==> src/hdl/pscp_pkg.sv <==
package pscp_pkg;

    // clock rate and programming cycle timing
    localparam int unsigned CLK_MHZ          = 125;
    localparam int unsigned NV_PROG_TIME_NS  = 1000000;
    localparam int unsigned NV_PROG_CYCLES   = (NV_PROG_TIME_NS * CLK_MHZ + 999) / 1000;

    // slave address: fixed upper bits, then two bits per address select pin
    localparam logic [2:0] ADDR_BASE         = 3'h2;
    localparam logic [1:0] SEL_LOW           = 2'h0;
    localparam logic [1:0] SEL_HIGH          = 2'h1;
    localparam logic [1:0] SEL_FLOAT         = 2'h2;

    // instruction and address byte fields
    localparam int unsigned CMD_MSB          = 7;
    localparam int unsigned CMD_LSB          = 5;
    localparam int unsigned PTR_MSB          = 4;
    localparam int unsigned RW_BIT           = 0;
    localparam int unsigned WP_BIT           = 0;

    // pointer locations
    localparam logic [4:0] PTR_WIPER_SAVE    = 5'h00;
    localparam logic [4:0] PTR_TOL_INT       = 5'h1E;
    localparam logic [4:0] PTR_TOL_FRAC      = 5'h1F;
    localparam int unsigned NV_WORDS         = 30;

    // reset and factory values
    localparam logic [7:0] WIPER_RESET       = 8'h80;
    localparam logic       WPROT_RESET       = 1'b0;
    localparam logic [4:0] PTR_RESET         = 5'h00;
    localparam logic [7:0] NV_RESET          = 8'h00;
    localparam logic [7:0] TOL_INT_DEFAULT   = 8'h00;
    localparam logic [7:0] TOL_FRAC_DEFAULT  = 8'h00;

    // command codes carried in the top three bits of the instruction byte
    typedef enum logic [2:0] {
        CMD_WIPER_WR = 3'h0,
        CMD_NV_WR    = 3'h1,
        CMD_WPROT    = 3'h2,
        CMD_TOL_RD   = 3'h3,
        CMD_WIPER_RD = 3'h4,
        CMD_NV_RD    = 3'h5,
        CMD_STORE    = 3'h6,
        CMD_RESTORE  = 3'h7
    } pscp_cmd_e;

    typedef enum logic [2:0] {ST_IDLE, ST_RECV, ST_ACK, ST_SEND, ST_MACK} pscp_state_e;
    typedef enum logic [1:0] {K_ADDR, K_INSTR, K_DATA} pscp_kind_e;

    // maps one three-state select pin to two address bits
    function automatic logic [1:0] pscp_sel_bits(input logic [1:0] sel);
        pscp_sel_bits = (sel == SEL_LOW) ? SEL_LOW : ((sel == SEL_HIGH) ? SEL_HIGH : SEL_FLOAT);
    endfunction : pscp_sel_bits

endpackage : pscp_pkg

==> src/hdl/pscp_if.sv <==
`timescale 1ns/1ps

// conditioned bus line events from the synchroniser
interface pscp_line_if;
    logic       scl_rise;
    logic       scl_fall;
    logic       sda;
    logic       start;
    logic       stop;
    logic [1:0] sel0;
    logic [1:0] sel1;
    modport src (output scl_rise, scl_fall, sda, start, stop, sel0, sel1);
    modport dst (input  scl_rise, scl_fall, sda, start, stop, sel0, sel1);
endinterface : pscp_line_if

// nonvolatile store access
interface pscp_nv_if;
    logic       wr;
    logic [4:0] wr_ptr;
    logic [7:0] wr_data;
    logic [4:0] rd_ptr;
    logic [7:0] rd_data;
    logic [7:0] save_data;
    logic       busy;
    modport store (input  wr, wr_ptr, wr_data, rd_ptr, output rd_data, save_data, busy);
    modport user  (output wr, wr_ptr, wr_data, rd_ptr, input  rd_data, save_data, busy);
endinterface : pscp_nv_if

==> src/hdl/pscp_line_sync.sv <==
`timescale 1ns/1ps

module pscp_line_sync
    import pscp_pkg::*;
(
    input  wire logic       core_clk_i,
    input  wire logic       resetn_i,
    input  wire logic       scl_i,
    input  wire logic       sda_i,
    input  wire logic [1:0] addr_select_pin_0_i,
    input  wire logic [1:0] addr_select_pin_1_i,
    pscp_line_if.src        line
);

    typedef struct packed {
        logic       scl_m;
        logic       scl_s;
        logic       scl_d;
        logic       sda_m;
        logic       sda_s;
        logic       sda_d;
        logic [1:0] sel0_m;
        logic [1:0] sel0_s;
        logic [1:0] sel1_m;
        logic [1:0] sel1_s;
    } pscp_sync_s;

    pscp_sync_s s;
    pscp_sync_s next_s;

    // two flops per pin, then a delayed copy of scl and sda for edge finding
    always_comb
    begin
        next_s        = s;
        next_s.scl_m  = scl_i;
        next_s.scl_s  = s.scl_m;
        next_s.scl_d  = s.scl_s;
        next_s.sda_m  = sda_i;
        next_s.sda_s  = s.sda_m;
        next_s.sda_d  = s.sda_s;
        next_s.sel0_m = addr_select_pin_0_i;
        next_s.sel0_s = s.sel0_m;
        next_s.sel1_m = addr_select_pin_1_i;
        next_s.sel1_s = s.sel1_m;
    end

    always_ff @(posedge core_clk_i or negedge resetn_i)
    begin
        if (!resetn_i)
            s <= '{scl_m: 1'b1, scl_s: 1'b1, scl_d: 1'b1, sda_m: 1'b1, sda_s: 1'b1,
                   sda_d: 1'b1, sel0_m: SEL_LOW, sel0_s: SEL_LOW, sel1_m: SEL_LOW,
                   sel1_s: SEL_LOW};
        else
            s <= next_s;
    end

    // start is sda falling with scl high, stop is sda rising with scl high
    assign line.scl_rise = s.scl_s & ~s.scl_d;
    assign line.scl_fall = ~s.scl_s & s.scl_d;
    assign line.sda      = s.sda_s;
    assign line.start    = s.scl_s & s.scl_d & s.sda_d & ~s.sda_s;
    assign line.stop     = s.scl_s & s.scl_d & ~s.sda_d & s.sda_s;
    assign line.sel0     = s.sel0_s;
    assign line.sel1     = s.sel1_s;

endmodule : pscp_line_sync

==> src/hdl/pscp_nv_store.sv <==
`timescale 1ns/1ps

module pscp_nv_store
    import pscp_pkg::*;
#(
    parameter int unsigned PROG_CYCLES = NV_PROG_CYCLES,
    parameter logic [7:0]  TOL_INT     = TOL_INT_DEFAULT,
    parameter logic [7:0]  TOL_FRAC    = TOL_FRAC_DEFAULT
)
(
    input  wire logic       core_clk_i,
    input  wire logic       resetn_i,
    pscp_nv_if.store        nv
);

    typedef struct packed {
        logic [NV_WORDS-1:0][7:0] mem;
        logic                     busy;
        logic [31:0]              cnt;
    } pscp_nv_s;

    pscp_nv_s s;
    pscp_nv_s next_s;

    // a write lands at once, then the programming cycle holds busy
    always_comb
    begin
        next_s = s;
        if (s.busy)
        begin
            if (s.cnt == 32'h0)
                next_s.busy = 1'b0;
            else
                next_s.cnt = s.cnt - 32'h1;
        end
        else if (nv.wr)
        begin
            next_s.mem[nv.wr_ptr] = nv.wr_data;
            next_s.busy           = 1'b1;
            next_s.cnt            = PROG_CYCLES - 1;
        end
    end

    always_ff @(posedge core_clk_i or negedge resetn_i)
    begin
        if (!resetn_i)
            s <= '{mem: '0, busy: 1'b0, cnt: 32'h0};
        else
            s <= next_s;
    end

    // factory tolerance bytes sit above the writable words
    assign nv.rd_data   = (nv.rd_ptr == PTR_TOL_INT)  ? TOL_INT :
                          (nv.rd_ptr == PTR_TOL_FRAC) ? TOL_FRAC :
                          s.mem[nv.rd_ptr];
    assign nv.save_data = s.mem[PTR_WIPER_SAVE];
    assign nv.busy      = s.busy;

endmodule : pscp_nv_store

==> src/hdl/pscp_serial_port.sv <==
// Overview of operation
// - nonvolatile write starts programming, port goes deaf
// - polling address acknowledged only after programming
// - start is sda falling while scl high
// - address byte ends in direction bit, high reads
// - two three-state select pins form address bits
// - matching address acknowledged low on ninth clock
// - unmatched device stays off the data line
// - write: instruction byte, then optional data byte
// - top three bits command, low five pointer
// - bytes travel most significant bit first
// - write protect takes data bit zero only
// - store and restore carry no data byte
// - store saves wiper, restore reloads wiper
// - read returns wiper, store word or tolerance
// - tolerance bytes readable together or singly
// - stop is sda rising while scl high
// - every further data byte of a wiper write updates wiper
// - new instruction needs new transaction; repeat reads
// - tolerance pointer steps from first to second
// - tolerance: sign, integer byte, fraction byte
`timescale 1ns/1ps

module pscp_serial_port
    import pscp_pkg::*;
#(
    parameter int unsigned PROG_CYCLES = NV_PROG_CYCLES,
    parameter logic [7:0]  TOL_INT     = TOL_INT_DEFAULT,
    parameter logic [7:0]  TOL_FRAC    = TOL_FRAC_DEFAULT
)
(
    input  wire logic       core_clk_i,
    input  wire logic       resetn_i,
    input  wire logic       scl_i,
    input  wire logic       sda_i,
    output      logic       sda_o,
    output      logic       sda_oe_o,
    input  wire logic [1:0] addr_select_pin_0_i,
    input  wire logic [1:0] addr_select_pin_1_i,
    output      logic [7:0] wiper_setting_register_o,
    output      logic       write_protect_o,
    output      logic       prog_busy_o
);

    typedef struct packed {
        pscp_state_e state;
        pscp_kind_e  kind;
        logic [2:0]  cnt;
        logic        got;
        logic [7:0]  shreg;
        logic [7:0]  txreg;
        logic        rw;
        pscp_cmd_e   cmd;
        logic [4:0]  ptr;
        logic [7:0]  wiper;
        logic        wprot;
        logic        oe;
        logic        drv;
        logic        nv_wr;
        logic [4:0]  nv_ptr;
        logic [7:0]  nv_data;
        logic        busy;
    } pscp_core_s;

    pscp_core_s s;
    pscp_core_s next_s;
    logic [6:0] own_addr;
    logic [7:0] rd_byte;

    pscp_line_if line ();
    pscp_nv_if   nv ();

    // pin conditioning and event detection
    pscp_line_sync u_sync (
        .core_clk_i          (core_clk_i),
        .resetn_i            (resetn_i),
        .scl_i               (scl_i),
        .sda_i               (sda_i),
        .addr_select_pin_0_i (addr_select_pin_0_i),
        .addr_select_pin_1_i (addr_select_pin_1_i),
        .line                (line.src)
    );

    // nonvolatile words, tolerance bytes and programming timer
    pscp_nv_store #(
        .PROG_CYCLES (PROG_CYCLES),
        .TOL_INT     (TOL_INT),
        .TOL_FRAC    (TOL_FRAC)
    ) u_nv (
        .core_clk_i (core_clk_i),
        .resetn_i   (resetn_i),
        .nv         (nv.store)
    );

    // picks the byte a read returns for the command in force
    function automatic logic [7:0] pscp_pick(input pscp_cmd_e cmd, input logic [7:0] wiper,
                                             input logic [7:0] nv_word);
        unique case (cmd)
            CMD_NV_WR,
            CMD_TOL_RD,
            CMD_NV_RD: pscp_pick = nv_word;
            CMD_WIPER_WR,
            CMD_WPROT,
            CMD_WIPER_RD,
            CMD_STORE,
            CMD_RESTORE: pscp_pick = wiper;
        endcase
    endfunction : pscp_pick

    // own address from the fixed bits and both select pins
    assign own_addr = {ADDR_BASE, pscp_sel_bits(line.sel1), pscp_sel_bits(line.sel0)};
    assign rd_byte  = pscp_pick(s.cmd, s.wiper, nv.rd_data);

    // requests towards the nonvolatile store
    assign nv.wr      = s.nv_wr;
    assign nv.wr_ptr  = s.nv_ptr;
    assign nv.wr_data = s.nv_data;
    assign nv.rd_ptr  = s.ptr;

    // byte level protocol engine
    always_comb
    begin
        next_s       = s;
        next_s.nv_wr = 1'b0;
        next_s.busy  = nv.busy;
        if (line.stop)
        begin
            next_s.state = ST_IDLE;
            next_s.oe    = 1'b0;
        end
        else if (line.start)
        begin
            next_s.state = ST_RECV;
            next_s.kind  = K_ADDR;
            next_s.cnt   = 3'h0;
            next_s.got   = 1'b0;
            next_s.oe    = 1'b0;
        end
        else
        begin
            unique case (s.state)
                ST_IDLE:
                begin
                    next_s.oe = 1'b0;
                end
                ST_RECV:
                begin
                    if (line.scl_rise)
                    begin
                        next_s.shreg = {s.shreg[6:0], line.sda};
                        next_s.cnt   = 3'(s.cnt + 3'h1);
                        next_s.got   = (s.cnt == 3'h7);
                    end
                    else if (line.scl_fall && s.got)
                    begin
                        next_s.got   = 1'b0;
                        next_s.state = ST_IDLE;
                        unique case (s.kind)
                            K_ADDR:
                            begin
                                // busy programming leaves even a match unanswered
                                if (s.shreg[7:1] == own_addr && !s.busy)
                                begin
                                    next_s.rw    = s.shreg[RW_BIT];
                                    next_s.kind  = K_INSTR;
                                    next_s.oe    = 1'b1;
                                    next_s.state = ST_ACK;
                                end
                            end
                            K_INSTR:
                            begin
                                next_s.cmd = pscp_cmd_e'(s.shreg[CMD_MSB:CMD_LSB]);
                                next_s.ptr   = s.shreg[PTR_MSB:0];
                                next_s.kind  = K_DATA;
                                next_s.oe    = 1'b1;
                                next_s.state = ST_ACK;
                                if (pscp_cmd_e'(s.shreg[CMD_MSB:CMD_LSB]) == CMD_STORE
                                    && !s.wprot)
                                begin
                                    next_s.nv_wr   = 1'b1;
                                    next_s.nv_ptr  = PTR_WIPER_SAVE;
                                    next_s.nv_data = s.wiper;
                                end
                                if (pscp_cmd_e'(s.shreg[CMD_MSB:CMD_LSB]) == CMD_RESTORE)
                                    next_s.wiper = nv.save_data;
                            end
                            K_DATA:
                            begin
                                // once programming runs, further bytes are refused
                                if (!s.busy && !s.nv_wr)
                                begin
                                    unique case (s.cmd)
                                        CMD_WIPER_WR:
                                        begin
                                            next_s.wiper = s.shreg;
                                            next_s.oe    = 1'b1;
                                            next_s.state = ST_ACK;
                                        end
                                        CMD_NV_WR:
                                        begin
                                            if (!s.wprot && s.ptr < 5'(NV_WORDS))
                                            begin
                                                next_s.nv_wr   = 1'b1;
                                                next_s.nv_ptr  = s.ptr;
                                                next_s.nv_data = s.shreg;
                                                next_s.oe      = 1'b1;
                                                next_s.state   = ST_ACK;
                                            end
                                        end
                                        CMD_WPROT:
                                        begin
                                            next_s.wprot = s.shreg[WP_BIT];
                                            next_s.oe    = 1'b1;
                                            next_s.state = ST_ACK;
                                        end
                                        CMD_TOL_RD,
                                        CMD_WIPER_RD,
                                        CMD_NV_RD,
                                        CMD_STORE,
                                        CMD_RESTORE:
                                        begin
                                            next_s.state = ST_IDLE;
                                        end
                                    endcase
                                end
                            end
                            default:
                            begin
                                next_s.state = ST_IDLE;
                            end
                        endcase
                    end
                end
                ST_ACK:
                begin
                    // acknowledge slot ends on the falling clock
                    if (line.scl_fall)
                    begin
                        next_s.cnt = 3'h0;
                        if (s.rw && s.kind == K_INSTR)
                        begin
                            next_s.txreg = rd_byte;
                            next_s.oe    = ~rd_byte[7];
                            next_s.state = ST_SEND;
                        end
                        else
                        begin
                            next_s.oe    = 1'b0;
                            next_s.state = ST_RECV;
                        end
                    end
                end
                ST_SEND:
                begin
                    if (line.scl_fall)
                    begin
                        if (s.cnt == 3'h7)
                        begin
                            next_s.oe    = 1'b0;
                            next_s.state = ST_MACK;
                        end
                        else
                        begin
                            next_s.cnt   = 3'(s.cnt + 3'h1);
                            next_s.txreg = {s.txreg[6:0], 1'b0};
                            next_s.oe    = ~s.txreg[6];
                        end
                    end
                end
                ST_MACK:
                begin
                    if (line.scl_rise)
                    begin
                        if (line.sda)
                            next_s.state = ST_IDLE;
                        else if (s.ptr == PTR_TOL_INT)
                            next_s.ptr = PTR_TOL_FRAC;
                    end
                    else if (line.scl_fall)
                    begin
                        // master acknowledged: send the next byte, wiper reads repeat
                        next_s.cnt   = 3'h0;
                        next_s.txreg = rd_byte;
                        next_s.oe    = ~rd_byte[7];
                        next_s.state = ST_SEND;
                    end
                end
                default:
                begin
                    next_s.state = ST_IDLE;
                end
            endcase
        end
    end

    // state register
    always_ff @(posedge core_clk_i or negedge resetn_i)
    begin
        if (!resetn_i)
            s <= '{state: ST_IDLE, kind: K_ADDR, cnt: 3'h0, got: 1'b0, shreg: 8'h00,
                   txreg: 8'h00, rw: 1'b0, cmd: CMD_WIPER_WR, ptr: PTR_RESET,
                   wiper: WIPER_RESET, wprot: WPROT_RESET, oe: 1'b0, drv: 1'b0,
                   nv_wr: 1'b0, nv_ptr: PTR_RESET, nv_data: NV_RESET, busy: 1'b0};
        else
            s <= next_s;
    end

    // outputs straight from the state register
    assign sda_o                    = s.drv;
    assign sda_oe_o                 = s.oe;
    assign wiper_setting_register_o = s.wiper;
    assign write_protect_o          = s.wprot;
    assign prog_busy_o              = s.busy;

endmodule : pscp_serial_port

==> config.mk <==
export PLATFORM = sky130hd
export DESIGN_NAME = pscp_serial_port
export DESIGN_NICKNAME = d
export VERILOG_FILES = /design/src/hdl/pscp_pkg.sv /design/src/hdl/pscp_if.sv /design/src/hdl/pscp_line_sync.sv /design/src/hdl/pscp_nv_store.sv /design/src/hdl/pscp_serial_port.sv
export SDC_FILE = /design/constraint.sdc
export NUM_CORES = 1
export LEC_CHECK = 0
export BUFFER_PORTS_ARGS = -buffer_cell sky130_fd_sc_hd__buf_2
export CAP_MARGIN = 40
export CORE_MARGIN = 5
export CORE_UTILIZATION = 45
export DETAILED_ROUTE_END_ITERATION = 10
export MAX_ROUTING_LAYER = met4
export RECOVER_POWER = 50
export SYNTH_ARGS = -nofsm -noshare
export SYNTH_HDL_FRONTEND = slang
export SYNTH_SLANG_ARGS = --single-unit
==> constraint.sdc <==
create_clock -name core_clk_i -period 4.5 [get_ports core_clk_i]
set_input_delay 0.225 -clock core_clk_i [delete_from_list [all_inputs] [get_ports core_clk_i]]
set_output_delay 0.225 -clock core_clk_i [all_outputs]
set_load 0.01 [all_outputs]
After elaboration in Yosys (flattened, before gate mapping)
Index checks and enable logic that the tools add are counted.
{ "totals": {"regBits": 345, "in_bits": 8, "out_inout_bits": 12, "elab_cells": 275} }
{ "op_classes": {"addsub": 2, "order_cmp": 4, "eq_ne": 61, "n_mux": 88, "n_bitwise": 17, "reduce_logical": 45} }
{ "op_table": {"columns": ["operator", "n"], "rows": [
  ["240-bit bitwise mux", 1],
  ["14-bit 2-to-1 mux", 9],
  ["33-bit 2-to-1 mux", 2],
  ["8-bit 2-to-1 mux", 7],
  ["7-bit 2-to-1 mux", 6],
  ["8-bit binary-select mux with 5-bit select", 1],
  ["8-bit demux with 5-bit select", 1],
  ["3-bit 2-to-1 mux", 13],
  ["2-bit != test, second input constant", 17],
  ["32-bit logical NOT", 1],
  ["32-bit 2-to-1 mux", 1],
  ["8-bit one-hot mux with 2 select lines", 2],
  ["32-bit by 1-bit subtractor with 32-bit output, second input constant", 1],
  ["15-bit 2-to-1 mux", 2],
  ["5-bit 2-to-1 mux", 6],
  ["4-bit != test, second input constant", 7],
  ["14-bit one-hot mux with 2 select lines", 1],
  ["9-bit AND reduction", 3],
  ["3-bit == test, second input constant", 8],
  ["7-bit one-hot mux with 3 select lines", 1],
  ["9-bit 2-to-1 mux", 2],
  ["3-bit != test, second input constant", 6],
  ["3-bit one-hot mux with 3 select lines", 2],
  ["6-bit AND reduction", 3],
  ["47 further kinds", 114]
]} }

Logic depth before layout (Yosys ltp)
Gate-level depths: netlist of run 1.
{ "depth": {"ltp_word": 12, "mapped_depth": 11, "mapped_depth_nobuf": 8} }

Modules after synthesis
From an unflattened synthesis of run 1, not the netlist that was laid out.
{ "hier_totals": {"hier_cells": 1283, "hier_area_um2": 16764.8} }
{ "by_module_without_submodules": {"columns": ["module", "n_inst", "cells_per_inst", "area_per_inst_um2", "seq_area_each_um2"], "rows": [
  ["pscp_nv_store", 1, 920, 12942.4, 6831.6],
  ["pscp_serial_port", 1, 341, 3402.0, 1452.6],
  ["pscp_line_sync", 1, 22, 420.4, 357.8]
]} }

Worst setup path after synthesis of run 1
Ideal clock, no wire load.
{ "synth_path": {"kind": "flip-flop to flip-flop", "startpoint": "register u_sync.s[11] (netlist name)", "endpoint": "register s, in the netlist nv.wr_data[0]", "setup_ns": 0.121, "arrival_time_ns": 2.367, "t_required_ns": 4.379, "path_slack_ns": 2.012, "path_stages_with_launch": 11, "n_path_buf": 3, "synth_period_minus_slack_ns": 2.488, "cell_sequence": "dfstp_2 -> inv_1 -> ha_1 -> clkbuf_1 -> and3b_1 -> clkbuf_1 -> and2_1 -> and2_1 -> nand4_1 -> clkbuf_1 -> a22o_1"} }
{ "synth_via": {"elab_chain_cells": 5, "elab_cells_between_ends": 13, "classes_between": "11 x bitwise; 2 x reduce/logical"} }
{ "synth_lines": {"columns": ["item", "line", "text"], "rows": [
  ["from (decl)", "pscp_line_sync.sv:28", "pscp_sync_s s;"],
  ["from (signal assigned)", "pscp_line_sync.sv:50", "s <= '{scl_m: 1'b1, scl_s: 1'b1, scl_d: 1'b1, sda_m: 1'b1, sda_s: 1'b1,"],
  ["from (signal assigned)", "pscp_line_sync.sv:54", "s <= next_s;"],
  ["1-bit AND", "pscp_line_sync.sv:61, pscp_line_sync.sv:62", null],
  ["1-bit AND, on equally long branches (2 in series)", "pscp_line_sync.sv:61, pscp_line_sync.sv:62", null],
  ["1-bit inverter (no source line)", null, null],
  ["10-bit AND reduction (no source line) (*)", null, null],
  ["to (signal assigned)", "pscp_serial_port.sv:300", "s <= '{state: ST_IDLE, kind: K_ADDR, cnt: 3'h0, got: 1'b0, shreg: 8'h00,"],
  ["to (signal assigned)", "pscp_serial_port.sv:305", "s <= next_s;"],
  ["to (decl)", "pscp_serial_port.sv:65", "pscp_core_s s;"]
]} }
Every way passes the cells marked *; elsewhere a longest branch is shown, timed or not.
A chain may end at the register's enable or synchronous reset.

Worst setup path after layout of run 1
{ "layout_path": {"startpoint": "register u_nv.s, in the netlist u_nv.nv.busy", "endpoint": "register u_nv.s[196] (netlist name)"} }
{ "layout_via": {"elab_chain_cells": 2} }
{ "layout_lines": {"columns": ["item", "line", "text"], "rows": [
  ["from (decl)", "pscp_nv_store.sv:22", "pscp_nv_s s;"],
  ["from (signal assigned)", "pscp_nv_store.sv:47", "s <= '{mem: '0, busy: 1'b0, cnt: 32'h0};"],
  ["from (signal assigned)", "pscp_nv_store.sv:49", "s <= next_s;"],
  ["1-bit inverter (no source line)", null, null],
  ["2-bit AND reduction (no source line)", null, null]
]} }
No other way between the ends.

==> impl_metrics.yaml, run 1 <==
run_status:
  outcome: "finished with violations"
  violations: "max-capacitance violations, max-slew violations"
timing:
  fin_worst_hold_slack_ns: 0.338
  slew_viol_final: 108
  number_of_hold_slack_violations_in_the_final_timing_report: 0
  worst_pin_slew_ns: 2.83
  timing.clock.skew_ns: 0.0181
  timing.max_slew.rel_slack: -0.889
  final_min_period_over_clock_period: 0.686
  rsz_0062_raised_after_global_routing: "false"
  achievable-frequency_mhz: 324
  finalSetupTns_ns: 0
  setup_viol: 0
  finalCriticalPeriod_ns: 3.09
  final_worst_slack_ns: 1.41
clock_tree:
  clock_sinks: 345
  htree_levels: 2
  clk-insertion-delay-late_ns: 0.53
  cts-buffers-inserted: 39
  post_cts_resized: 0
  tritoncts: "yes"
  cts.root.buffer_cell: "clkbuf_16"
  clk_pin_slew_worst_paths_ns: 0.06
  cts_setup_buffers: 0
  bufs_on_longest_clock_path: 3
setup_path:
  launching_point_of_the_worst_reg2reg_path: "u_nv.nv.busy$_DFF_PN0_"
  critical_path.reg2reg.endpoint: "u_nv.s[196]$_DFFE_PN0P_"
  critical_path.startpoint_type: "register"
  worst_ep_arrival_time_ns: 3.51
  max_stage_delay_ns: 0.77
  worst_path_max_delay_cell: "nor2_1"
  end_kind: "register"
  setup.reg_to_reg.worst_slack_ns: 1.41
  cp_num_buf_inv: 1
  criticalPathCategory: "reg2reg"
  required_ns: 4.92
  path_cells: "inv_1 > nand2_1 > or3_1 > nor2_1 > mux2_2"
  worst_r2r_path_depth: 5
  crit_path_start: "u_nv.nv.busy$_DFF_PN0_"
  cp_max_fo: 21
  critical_path.top_delay_family: "simple AND/OR/NAND/NOR gates"
worst_hold_path:
  timing.hold.worst.start: "addr_select_pin_1_i[0]"
  min_delay_worst_endpoint: "u_sync.next_s[0]$_DFF_PN0_"
  worstHoldPathCells: 2
  min-delay-path-class: "in2reg"
pwr:
  largest_voltage_drop_on_the_vdd_net_uv: 214
  total_leakage_power_uw: 0.00839
  netSwitchingPower_uw: 1490
  internal_power_uw: 5100
  clock_power_frac: 0.472
  pwr-share-seq: 0.496
  power.switching_fraction: 0.226
  share_comb_of_total_power: 0.032
  power.density_cell_area_nw_per_um2: 357
synth:
  synth_flop_cell: "dfrtp_1"
  ys_ff_latch: 345
  netlist_instances: 1315
  synthXorXnorAreaFrac: 0.0122
  synthTopCellsByArea: "dfrtp_1 (51%), mux2_2 (17%), mux4_2 (6.3%)"
  yosys.area.top_type_share: 0.511
  area_fraction_in_compound_gates_after_synthesis: 0.0798
  synth.largest_area_cell: "dfrtp_1"
  synth_async_sr_flop_share: 1.00
  total_of_warnings_raised_by_yosys: 0
  yosys.area_share.adder: 0.00756
  post_synth.cell_area_avg_um2: 12.6
  ys_seq_area_frac: 0.522
  synth_top_family_by_area: "multiplexers"
  synth_cell_types: 76
  synth_fp_nets: 1333
  multiplexer_share_of_the_synthesized_area: 0.256
  synth-edff-count: 0
  simple_gate_area_share_of_the_yosys_netlist: 0.0929
  synthesis.area_um2: 16500
placed_design:
  dpl_wire_length_um: 26000
  detailedPlace.worstSlack_ns: 1.41
  placedCellCount: 1739
  routabilityCongestion: 0.848
  total_of_buffers_placed_on_input_and_output_ports: 18
finish:
  layout.cells.most_common_list: "dfrtp_1 (336), mux2_2 (256), nand2_1 (82)"
  num-fill-cells: 3147
  drive_above_1_share: 0.316
  post_route_utilization: 0.507
  final-instance-count-excl-fill: 1814
  synthToLayoutAreaGrowth_pct: 11.6
  antenna_cells_inserted: 0
  post_layout_nets: 1337
  mostFrequentLayoutCell: "dfrtp_1"
floorplanning:
  placement_rows: 70
  floorplan.io_pins: 20
  chipWidth_um: 202
  initial_standard_cell_utilization_of_the_core: 0.454
  core_outline_area_um2: 36400
  die-area_um2: 40700
  die_y_um: 202
routing:
  wl_um: 39100
  dr_total_vias: 10600
  firstDrtPassIters: 5
  avgRoutedWirePerCell_um: 21.5
  remaining_routing_drc_violations: 0
  first_iter_violations: 822
  final_antenna_violating_net_count: 0
  viasPerCell: 5.86
grt:
  globalRoute.totalOverflow: 0
  gr-usage-all-layers: 0.200
  antenna_found_initial: 0
  grt_first_pass_wirelength_um: 63600
  grt_max_degree: 110
  vias_in_the_first_global_route: 10900
job:
  drv_cap: 1
kinds of logic after synthesis:
| logic type | count (synthesis) |
|---|---|
| compound gates | 203 |
| xor+xnor | 23 |
| fa+ha+maj | 10 |
| buf+inv | 105 |
| flops | 345 |
| mux | 333 |
| other cells | 1 |
| simple gates | 295 |
worst register-to-register path, cell delays in order, from the launching register on:
cell	delay [ns]
dfrtp_1	0.60
inv_1	0.38
nand2_1	0.31
or3_1	0.50
nor2_1	0.77
mux2_2	0.42
flip-flops by register name, summed over array words and instances (netlist names), 5 cells and up:
| register | count |
|---|---|
| wiper_setting_register_o | 8 |
| nv.rd_ptr | 5 |
| u_nv.s | 264 |
| u_sync.next_s | 7 |
| nv.wr_ptr | 5 |
| s | 28 |
| u_nv.nv.save_data | 8 |
| nv.wr_data | 8 |
power groups by stage:
stage / clock [uW] / combinational, uW / sequential (uW)
4_1_cts: 3190 / 222 / 3270
3_3_place_gp: 0 / 212 / 3320
3_5_place_dp: 0 / 217 / 3320
6_report: 3110 / 214 / 3270
2_1_floorplan: 0 / 130 / 3270
5_1_grt: 3350 / 250 / 3280
final cells by class:
class                      count  area [um2]  area share
inverter                      14        52.6     0.00284
multi-input combinational    865        7420       0.402
sequential                   345        8650       0.468
tap                          468         586      0.0317
clock inverter                 8        92.6     0.00501
timing repair buffer          54         509      0.0276
clock buffer                  60        1170      0.0631
per-layer routing:
layer,up-vias,wire [um],track usage
li1,4836,-,-
met1,5519,18900,0.291
met2,222,17800,0.301
met3,57,1540,0.0295
met4,0,858,0.0430
met5,-,0,-
cell usage after synthesis (15+ instances only):
library cell	instances
mux2_2	256
nor2b_1	19
nor2_1	69
mux4_2	46
clkbuf_1	58
dfrtp_1	338
o21ai_0	39
a21oi_1	45
buf_4	16
a22oi_1	22
nand3_1	18
nor3_1	16
o22ai_1	15
mux2i_1	31
nand2_1	82
worst max-delay path by stage:
stage | to | slack, ns | cells after the start
2_1_floorplan | nv.wr_data[0]$_DFFE_PN0P_ | 2.01 | 10
3_3_place_gp | nv.wr_data[2]$_DFFE_PN0P_ | 1.27 | 7
3_5_place_dp | u_nv.s[196]$_DFFE_PN0P_ | 1.41 | 5
4_1_cts | u_nv.s[196]$_DFFE_PN0P_ | 1.42 | 5
5_1_grt | u_nv.s[106]$_DFFE_PN0P_ | 1.03 | 3
6_report | u_nv.s[196]$_DFFE_PN0P_ | 1.41 | 5
repair_timing:
action / 4_1_cts / 5_1_grt
hold endpoints to repair: 104 / 0
hold buffers: 7 / 0
setup endpoints to repair: 0 / 0
through the flow:
| step | total power (uW) | area [um2] |
|---|---|---|
| after floorplan | 3400 | 16500 |
| after global placement | 3540 | 17000 |
| after detailed placement | 3540 | 17200 |
| after CTS | 6680 | 18500 |
| after global routing | 6870 | 18500 |
| final | 6590 | 18500 |
(Power assumes the default switching activity.)
==> inputs of run 2 (changes only) <==
==> constraint.sdc (replaced) <==
create_clock -name core_clk_i -period 2.75 [get_ports core_clk_i]
set_input_delay 0.1375 -clock core_clk_i [delete_from_list [all_inputs] [get_ports core_clk_i]]
set_output_delay 0.1375 -clock core_clk_i [all_outputs]
set_load 0.01 [all_outputs]
==> run 2 against run 1 <==
Cell count is 1.9% higher. Setup slack worse by 1.3 ns. Non-clock buffer count is 38 higher. First-iteration DRC count is 8.3% lower. Largest cell class unchanged. The run still ends with max-capacitance violations, max-slew violations left. Power is 65% higher. Worst hold slack worse by 0.095 ns. Highest routed layer unchanged. Die area stayed put.
==> impl_metrics.yaml, run 2 (synthesized netlist as in run 1, its figures left out) <==
finish:
  drive_above_1_share: 0.341
  antenna_cells_inserted: 0
  layout.cell_area.non_filler_um2: 18700
  largest_register_ff_count: 264
  mostFrequentLayoutCell: "dfrtp_1"
  post_layout_nets: 1375
  top_regs: "u_nv.s: 264 flops, s: 28 flops"
  layout.cells.most_common_list: "dfrtp_1 (336), mux2_2 (256), nand2_1 (82)"
  num-fill-cells: 3167
  synthToLayoutAreaGrowth_pct: 12.9
  top_register: "u_nv.s"
setup_path:
  required_ns: 3.23
  critical_path.top_delay_family: "simple AND/OR/NAND/NOR gates"
  criticalPathCategory: "reg2reg"
  worst_r2r_path_depth: 7
  max_stage_delay_ns: 0.55
  worst_ep_arrival_time_ns: 3.13
  path_common_cell: "nor4_1"
  crit_end: "s[38]$_DFFE_PN0P_"
  setup.reg_to_reg.worst_slack_ns: 0.09
  critical_path.startpoint_type: "register"
  cp.depth: 7
  cp_max_fo: 7
  path_cells: "ha_1 > inv_1 > nor4_1 > o221ai_1 > or3b_1 > nor4_1 > a221o_1"
  launching_point_of_the_worst_reg2reg_path: "u_sync.s[11]$_DFF_PN1_"
  worst_path_max_delay_cell: "dfstp_2"
  cp_num_buf_inv: 1
  critical_path.reg2reg.endpoint: "s[38]$_DFFE_PN0P_"
  crit_path_start: "u_sync.s[11]$_DFF_PN1_"
  end_kind: "register"
timing:
  setup_viol: 0
  worst_pin_slew_ns: 1.76
  timing.max_slew.rel_slack: -0.176
  number_of_hold_slack_violations_in_the_final_timing_report: 0
  slew_viol_final: 63
  finalCriticalPeriod_ns: 2.66
  final_min_period_over_clock_period: 0.967
  rsz_0062_raised_after_global_routing: "false"
  achievable-frequency_mhz: 376
  finalSetupTns_ns: 0
  timing.clock.skew_ns: 0.0211
floorplanning:
  initial_standard_cell_utilization_of_the_core: 0.454
  die-area_um2: 40700
  core_outline_area_um2: 36400
  placement_rows: 70
  die_y_um: 202
  floorplan.io_pins: 20
  chipWidth_um: 202
clock_tree:
  cts-hold-fix-buffers: 7
  cts_setup_buffers: 0
  tritoncts: "yes"
  clk-insertion-delay-late_ns: 0.54
  clk_pin_slew_worst_paths_ns: 0.06
  bufs_on_longest_clock_path: 3
  cts.root.buffer_cell: "clkbuf_16"
  cts-buffers-inserted: 39
  post_cts_resized: 0
  clock_sinks: 345
  htree_levels: 2
placed_design:
  total_of_buffers_placed_on_input_and_output_ports: 18
  dpl_wire_length_um: 27100
  routabilityCongestion: 0.886
  detailed_place.area_um2: 17400
pwr:
  largest_voltage_drop_on_the_vdd_net_uv: 362
  total_leakage_power_uw: 0.00861
  power.density_cell_area_nw_per_um2: 583
routing:
  viasPerCell: 5.88
  firstDrtPassIters: 5
  wl_um: 40400
  avgRoutedWirePerCell_um: 21.9
  remaining_routing_drc_violations: 0
  final_antenna_violating_net_count: 0
  dr_total_vias: 10900
  first_iter_violations: 754
grt:
  antenna_found_initial: 0
  globalRoute.totalOverflow: 0
  vias_in_the_first_global_route: 11000
  grt_max_degree: 82
  gr-usage-all-layers: 0.207
  grt_first_pass_wirelength_um: 65500
worst_hold_path:
  min-delay-path-class: "in2reg"
run_status:
  violations: "max-capacitance violations, max-slew violations"
  outcome: "finished with violations"
job:
  drv_cap: 1
run 2: layout make-up:
cell class,count,area [um2],area share
Clock inverter,9,156,0.00837
Clock buffer,56,1100,0.0588
Timing Repair Buffer,92,729,0.0390
Inverter,14,52.6,0.00281
Sequential cell,345,8650,0.463
Multi-Input combinational cell,865,7420,0.397
Tap cell,468,586,0.0313
run 2: worst min-delay path by stage:
| stage | start | depth (start not counted) | endpoint | slack (ns) |
|---|---|---|---|---|
| 3_3_place_gp | resetn_i | 1 | u_nv.s[11]$_DFFE_PN0P_ | 0.14 |
| 6_report | addr_select_pin_1_i[0] | 2 | u_sync.next_s[0]$_DFF_PN0_ | 0.24 |
| 4_1_cts | resetn_i | 2 | u_nv.s[11]$_DFFE_PN0P_ | 0.16 |
| 3_5_place_dp | resetn_i | 1 | u_nv.s[11]$_DFFE_PN0P_ | 0.14 |
| 2_1_floorplan | resetn_i | 0 | nv.rd_ptr[0]$_DFFE_PN0P_ | -0.16 |
| 5_1_grt | addr_select_pin_1_i[0] | 2 | u_sync.next_s[0]$_DFF_PN0_ | 0.23 |
run 2: power breakdown:
part / switching, uW / total, uW / internal, uW
Clock: 2040 / 5180 / 3140
Sequential: 188 / 5360 / 5170
Combinational: 211 / 364 / 153
Total: 2440 / 10900 / 8470
run 2: layer usage:
layer,vias up,share of wire,global-route usage
li1,4933,-,-
met1,5608,0.47,0.303
met2,266,0.45,0.306
met3,61,0.053,0.0337
met4,0,0.023,0.0518
met5,-,0,-
run 2: through the flow:
step	hold slack, ns	utilization	setup WS [ns]	total power (uW)	std cells
detailed placement	0.139	0.477	0.125	5820	1777
CTS	0.163	0.514	0.0987	11100	1849
finish	0.242	0.513	0.0906	10900	1849
global route	0.226	0.513	0.0775	11300	1849
floorplan	-0.158	-	0.262	5560	1315
global placement	0.140	0.477	0.0884	5810	1776
==> inputs of run 3 (changes only) <==
--- a/config.mk
+++ b/config.mk
@@ -5,13 +5,13 @@
 export SDC_FILE = /design/constraint.sdc
 export NUM_CORES = 1
 export LEC_CHECK = 0
+export ABC_AREA = 0
 export BUFFER_PORTS_ARGS = -buffer_cell sky130_fd_sc_hd__buf_2
 export CAP_MARGIN = 40
 export CORE_MARGIN = 5
 export CORE_UTILIZATION = 45
 export DETAILED_ROUTE_END_ITERATION = 10
 export MAX_ROUTING_LAYER = met4
-export RECOVER_POWER = 50
 export SYNTH_ARGS = -nofsm -noshare
 export SYNTH_HDL_FRONTEND = slang
 export SYNTH_SLANG_ARGS = --single-unit
==> run 3 against run 2 <==
Combinational power grew 2%. Critical path depth is the same. Design area grew 0.14%. The run now ends clean. Largest cell class unchanged. Power is essentially flat. Largest power group unchanged. Critical endpoint unchanged. Cell count is the same. Clock-buffer cell count is the same.
==> impl_metrics.yaml, run 3 (synthesized netlist as in run 1, its figures left out) <==
pwr:
  clock_power_frac: 0.475
  largest_voltage_drop_on_the_vdd_net_uv: 363
  report.power.total_uw: 10900
  power.switching_fraction: 0.224
  total_leakage_power_uw: 0.00862
  pwr-share-seq: 0.491
  netSwitchingPower_uw: 2440
  internal_power_uw: 8470
  share_comb_of_total_power: 0.034
  power.density_cell_area_nw_per_um2: 583
floorplanning:
  die-area_um2: 40700
  placement_rows: 70
  floorplan.io_pins: 20
  core_outline_area_um2: 36400
  die_y_um: 202
  initial_standard_cell_utilization_of_the_core: 0.454
  chipWidth_um: 202
placed_design:
  total_of_buffers_placed_on_input_and_output_ports: 18
  detailedPlace.worstSlack_ns: 0.125
  placedCellCount: 1777
  dpl_wire_length_um: 27100
  detailed_place.area_um2: 17400
  routabilityCongestion: 0.886
timing:
  finalSetupTns_ns: 0
  setup_viol: 0
  final_worst_slack_ns: 0.0921
  timing.clock.skew_ns: 0.0216
  final_min_period_over_clock_period: 0.967
  worst_pin_slew_ns: 0.603
  achievable-frequency_mhz: 376
  number_of_hold_slack_violations_in_the_final_timing_report: 0
  finalCriticalPeriod_ns: 2.66
  slew_viol_final: 0
  timing.max_slew.rel_slack: 0.597
  rsz_0062_raised_after_global_routing: "false"
setup_path:
  max_stage_delay_ns: 0.54
  cp_max_fo: 7
  path_common_cell: "nor4_1"
  cp_num_buf_inv: 1
  worst_ep_arrival_time_ns: 3.13
  critical_path.top_delay_family: "simple AND/OR/NAND/NOR gates"
  criticalPathCategory: "reg2reg"
  end_kind: "register"
  worst_path_max_delay_cell: "dfstp_2"
  path_cells: "ha_1 > inv_1 > nor4_1 > o221ai_1 > or3b_1 > nor4_1 > a221o_1"
  required_ns: 3.22
  critical_path.startpoint_type: "register"
routing:
  firstDrtPassIters: 5
  dr_total_vias: 10900
  first_iter_violations: 801
  wl_um: 40500
  remaining_routing_drc_violations: 0
  final_antenna_violating_net_count: 0
  viasPerCell: 5.91
  avgRoutedWirePerCell_um: 21.9
clock_tree:
  cts-buffers-inserted: 39
  cts.root.buffer_cell: "clkbuf_16"
  clock_sinks: 345
  clk-insertion-delay-late_ns: 0.54
  htree_levels: 2
  clk_pin_slew_worst_paths_ns: 0.06
  bufs_on_longest_clock_path: 3
  tritoncts: "yes"
  post_cts_resized: 0
finish:
  largest_register_ff_count: 264
  antenna_cells_inserted: 0
  synthToLayoutAreaGrowth_pct: 13.1
  drive_above_1_share: 0.343
  layout.cells.most_common_list: "dfrtp_1 (336), mux2_2 (256), nand2_1 (82)"
  final-instance-count-excl-fill: 1849
  mostFrequentLayoutCell: "dfrtp_1"
  post_layout_nets: 1375
  top_register: "u_nv.s"
  top_regs: "u_nv.s: 264 flops, s: 28 flops"
  layout.cell_area.non_filler_um2: 18700
grt:
  gr-usage-all-layers: 0.207
  vias_in_the_first_global_route: 11000
  antenna_found_initial: 0
  globalRoute.totalOverflow: 0
  grt_max_degree: 82
  grt_first_pass_wirelength_um: 65500
run_status:
  outcome: "completed"
job:
  drv_cap: 0
worst_hold_path:
  min-delay-path-class: "in2async"
## run 3: cell types whose count changed in the layout (fill, tap and decap cells not counted)
cell      change
buf_12        +1
dfstp_2       +2
buf_6         -1
buf_4         +3
buf_8         +1
clkbuf_2      -4
dfstp_1       -2
## run 3: stage by stage
step,utilization,hold WS (ns)
6_report,0.514,0.165
5_1_grt,0.514,0.204
3_5_place_dp,0.477,0.139
3_3_place_gp,0.477,0.140
2_1_floorplan,-,-0.158
4_1_cts,0.514,0.163
## run 3: worst register-to-register path, stage by stage, from the launching register on
cell and delay, ns:
dfstp_2 0.54, ha_1 0.28, inv_1 0.11, nor4_1 0.25, o221ai_1 0.22, or3b_1 0.47, nor4_1 0.50, a221o_1 0.22
## run 3: cell type report
| type | instances | area [um2] |
|---|---|---|
| fillers | 3163 | 17700 |
| flip-flops and latches | 345 | 8650 |
| multi-input cells | 865 | 7420 |
| clock buffers | 56 | 1100 |
| repair buffers | 92 | 756 |
| well taps | 468 | 586 |
| clock inverters | 9 | 156 |
| inverters | 14 | 52.6 |
## run 3: repair_timing
action,in CTS,in global routing
endpoints found under the hold margin,64,0
hold buffers,7,0
buffers inserted,0,0
## run 3: per-layer routing
metal,GRT usage,share of wire,up-vias
li1,-,-,4931
met1,0.303,0.47,5664
met2,0.306,0.45,267
met3,0.0337,0.050,64
met4,0.0518,0.023,0
met5,-,0,-
## run 3: power by group through the flow
stage | Clock (uW) | Combinational [uW] | Sequential, uW
finish | 5180 | 370 | 5360
global route | 5550 | 421 | 5370
CTS | 5320 | 378 | 5360
detailed placement | 0 | 369 | 5450
global placement | 0 | 363 | 5450
floorplan | 0 | 213 | 5340
## run 3: path summary, 6_finish.rpt
check	from	cells past startpoint	end	slack (ns)
worst max-delay path	u_sync.s[11]$_DFF_PN1_	7	s[38]$_DFFE_PN0P_	0.09
worst min-delay path	resetn_i	2	u_nv.s[11]$_DFFE_PN0P_	0.16
worst max register to register	u_sync.s[11]$_DFF_PN1_	7	s[38]$_DFFE_PN0P_	0.09
worst min register to register	u_sync.next_s[4]$_DFF_PN0_	0	u_sync.line.sel0[0]$_DFF_PN0_	0.35
max in group asynchronous	resetn_i	3	u_sync.s[11]$_DFF_PN1_	1.74
min in group core_clk_i	addr_select_pin_1_i[0]	2	u_sync.next_s[0]$_DFF_PN0_	0.24
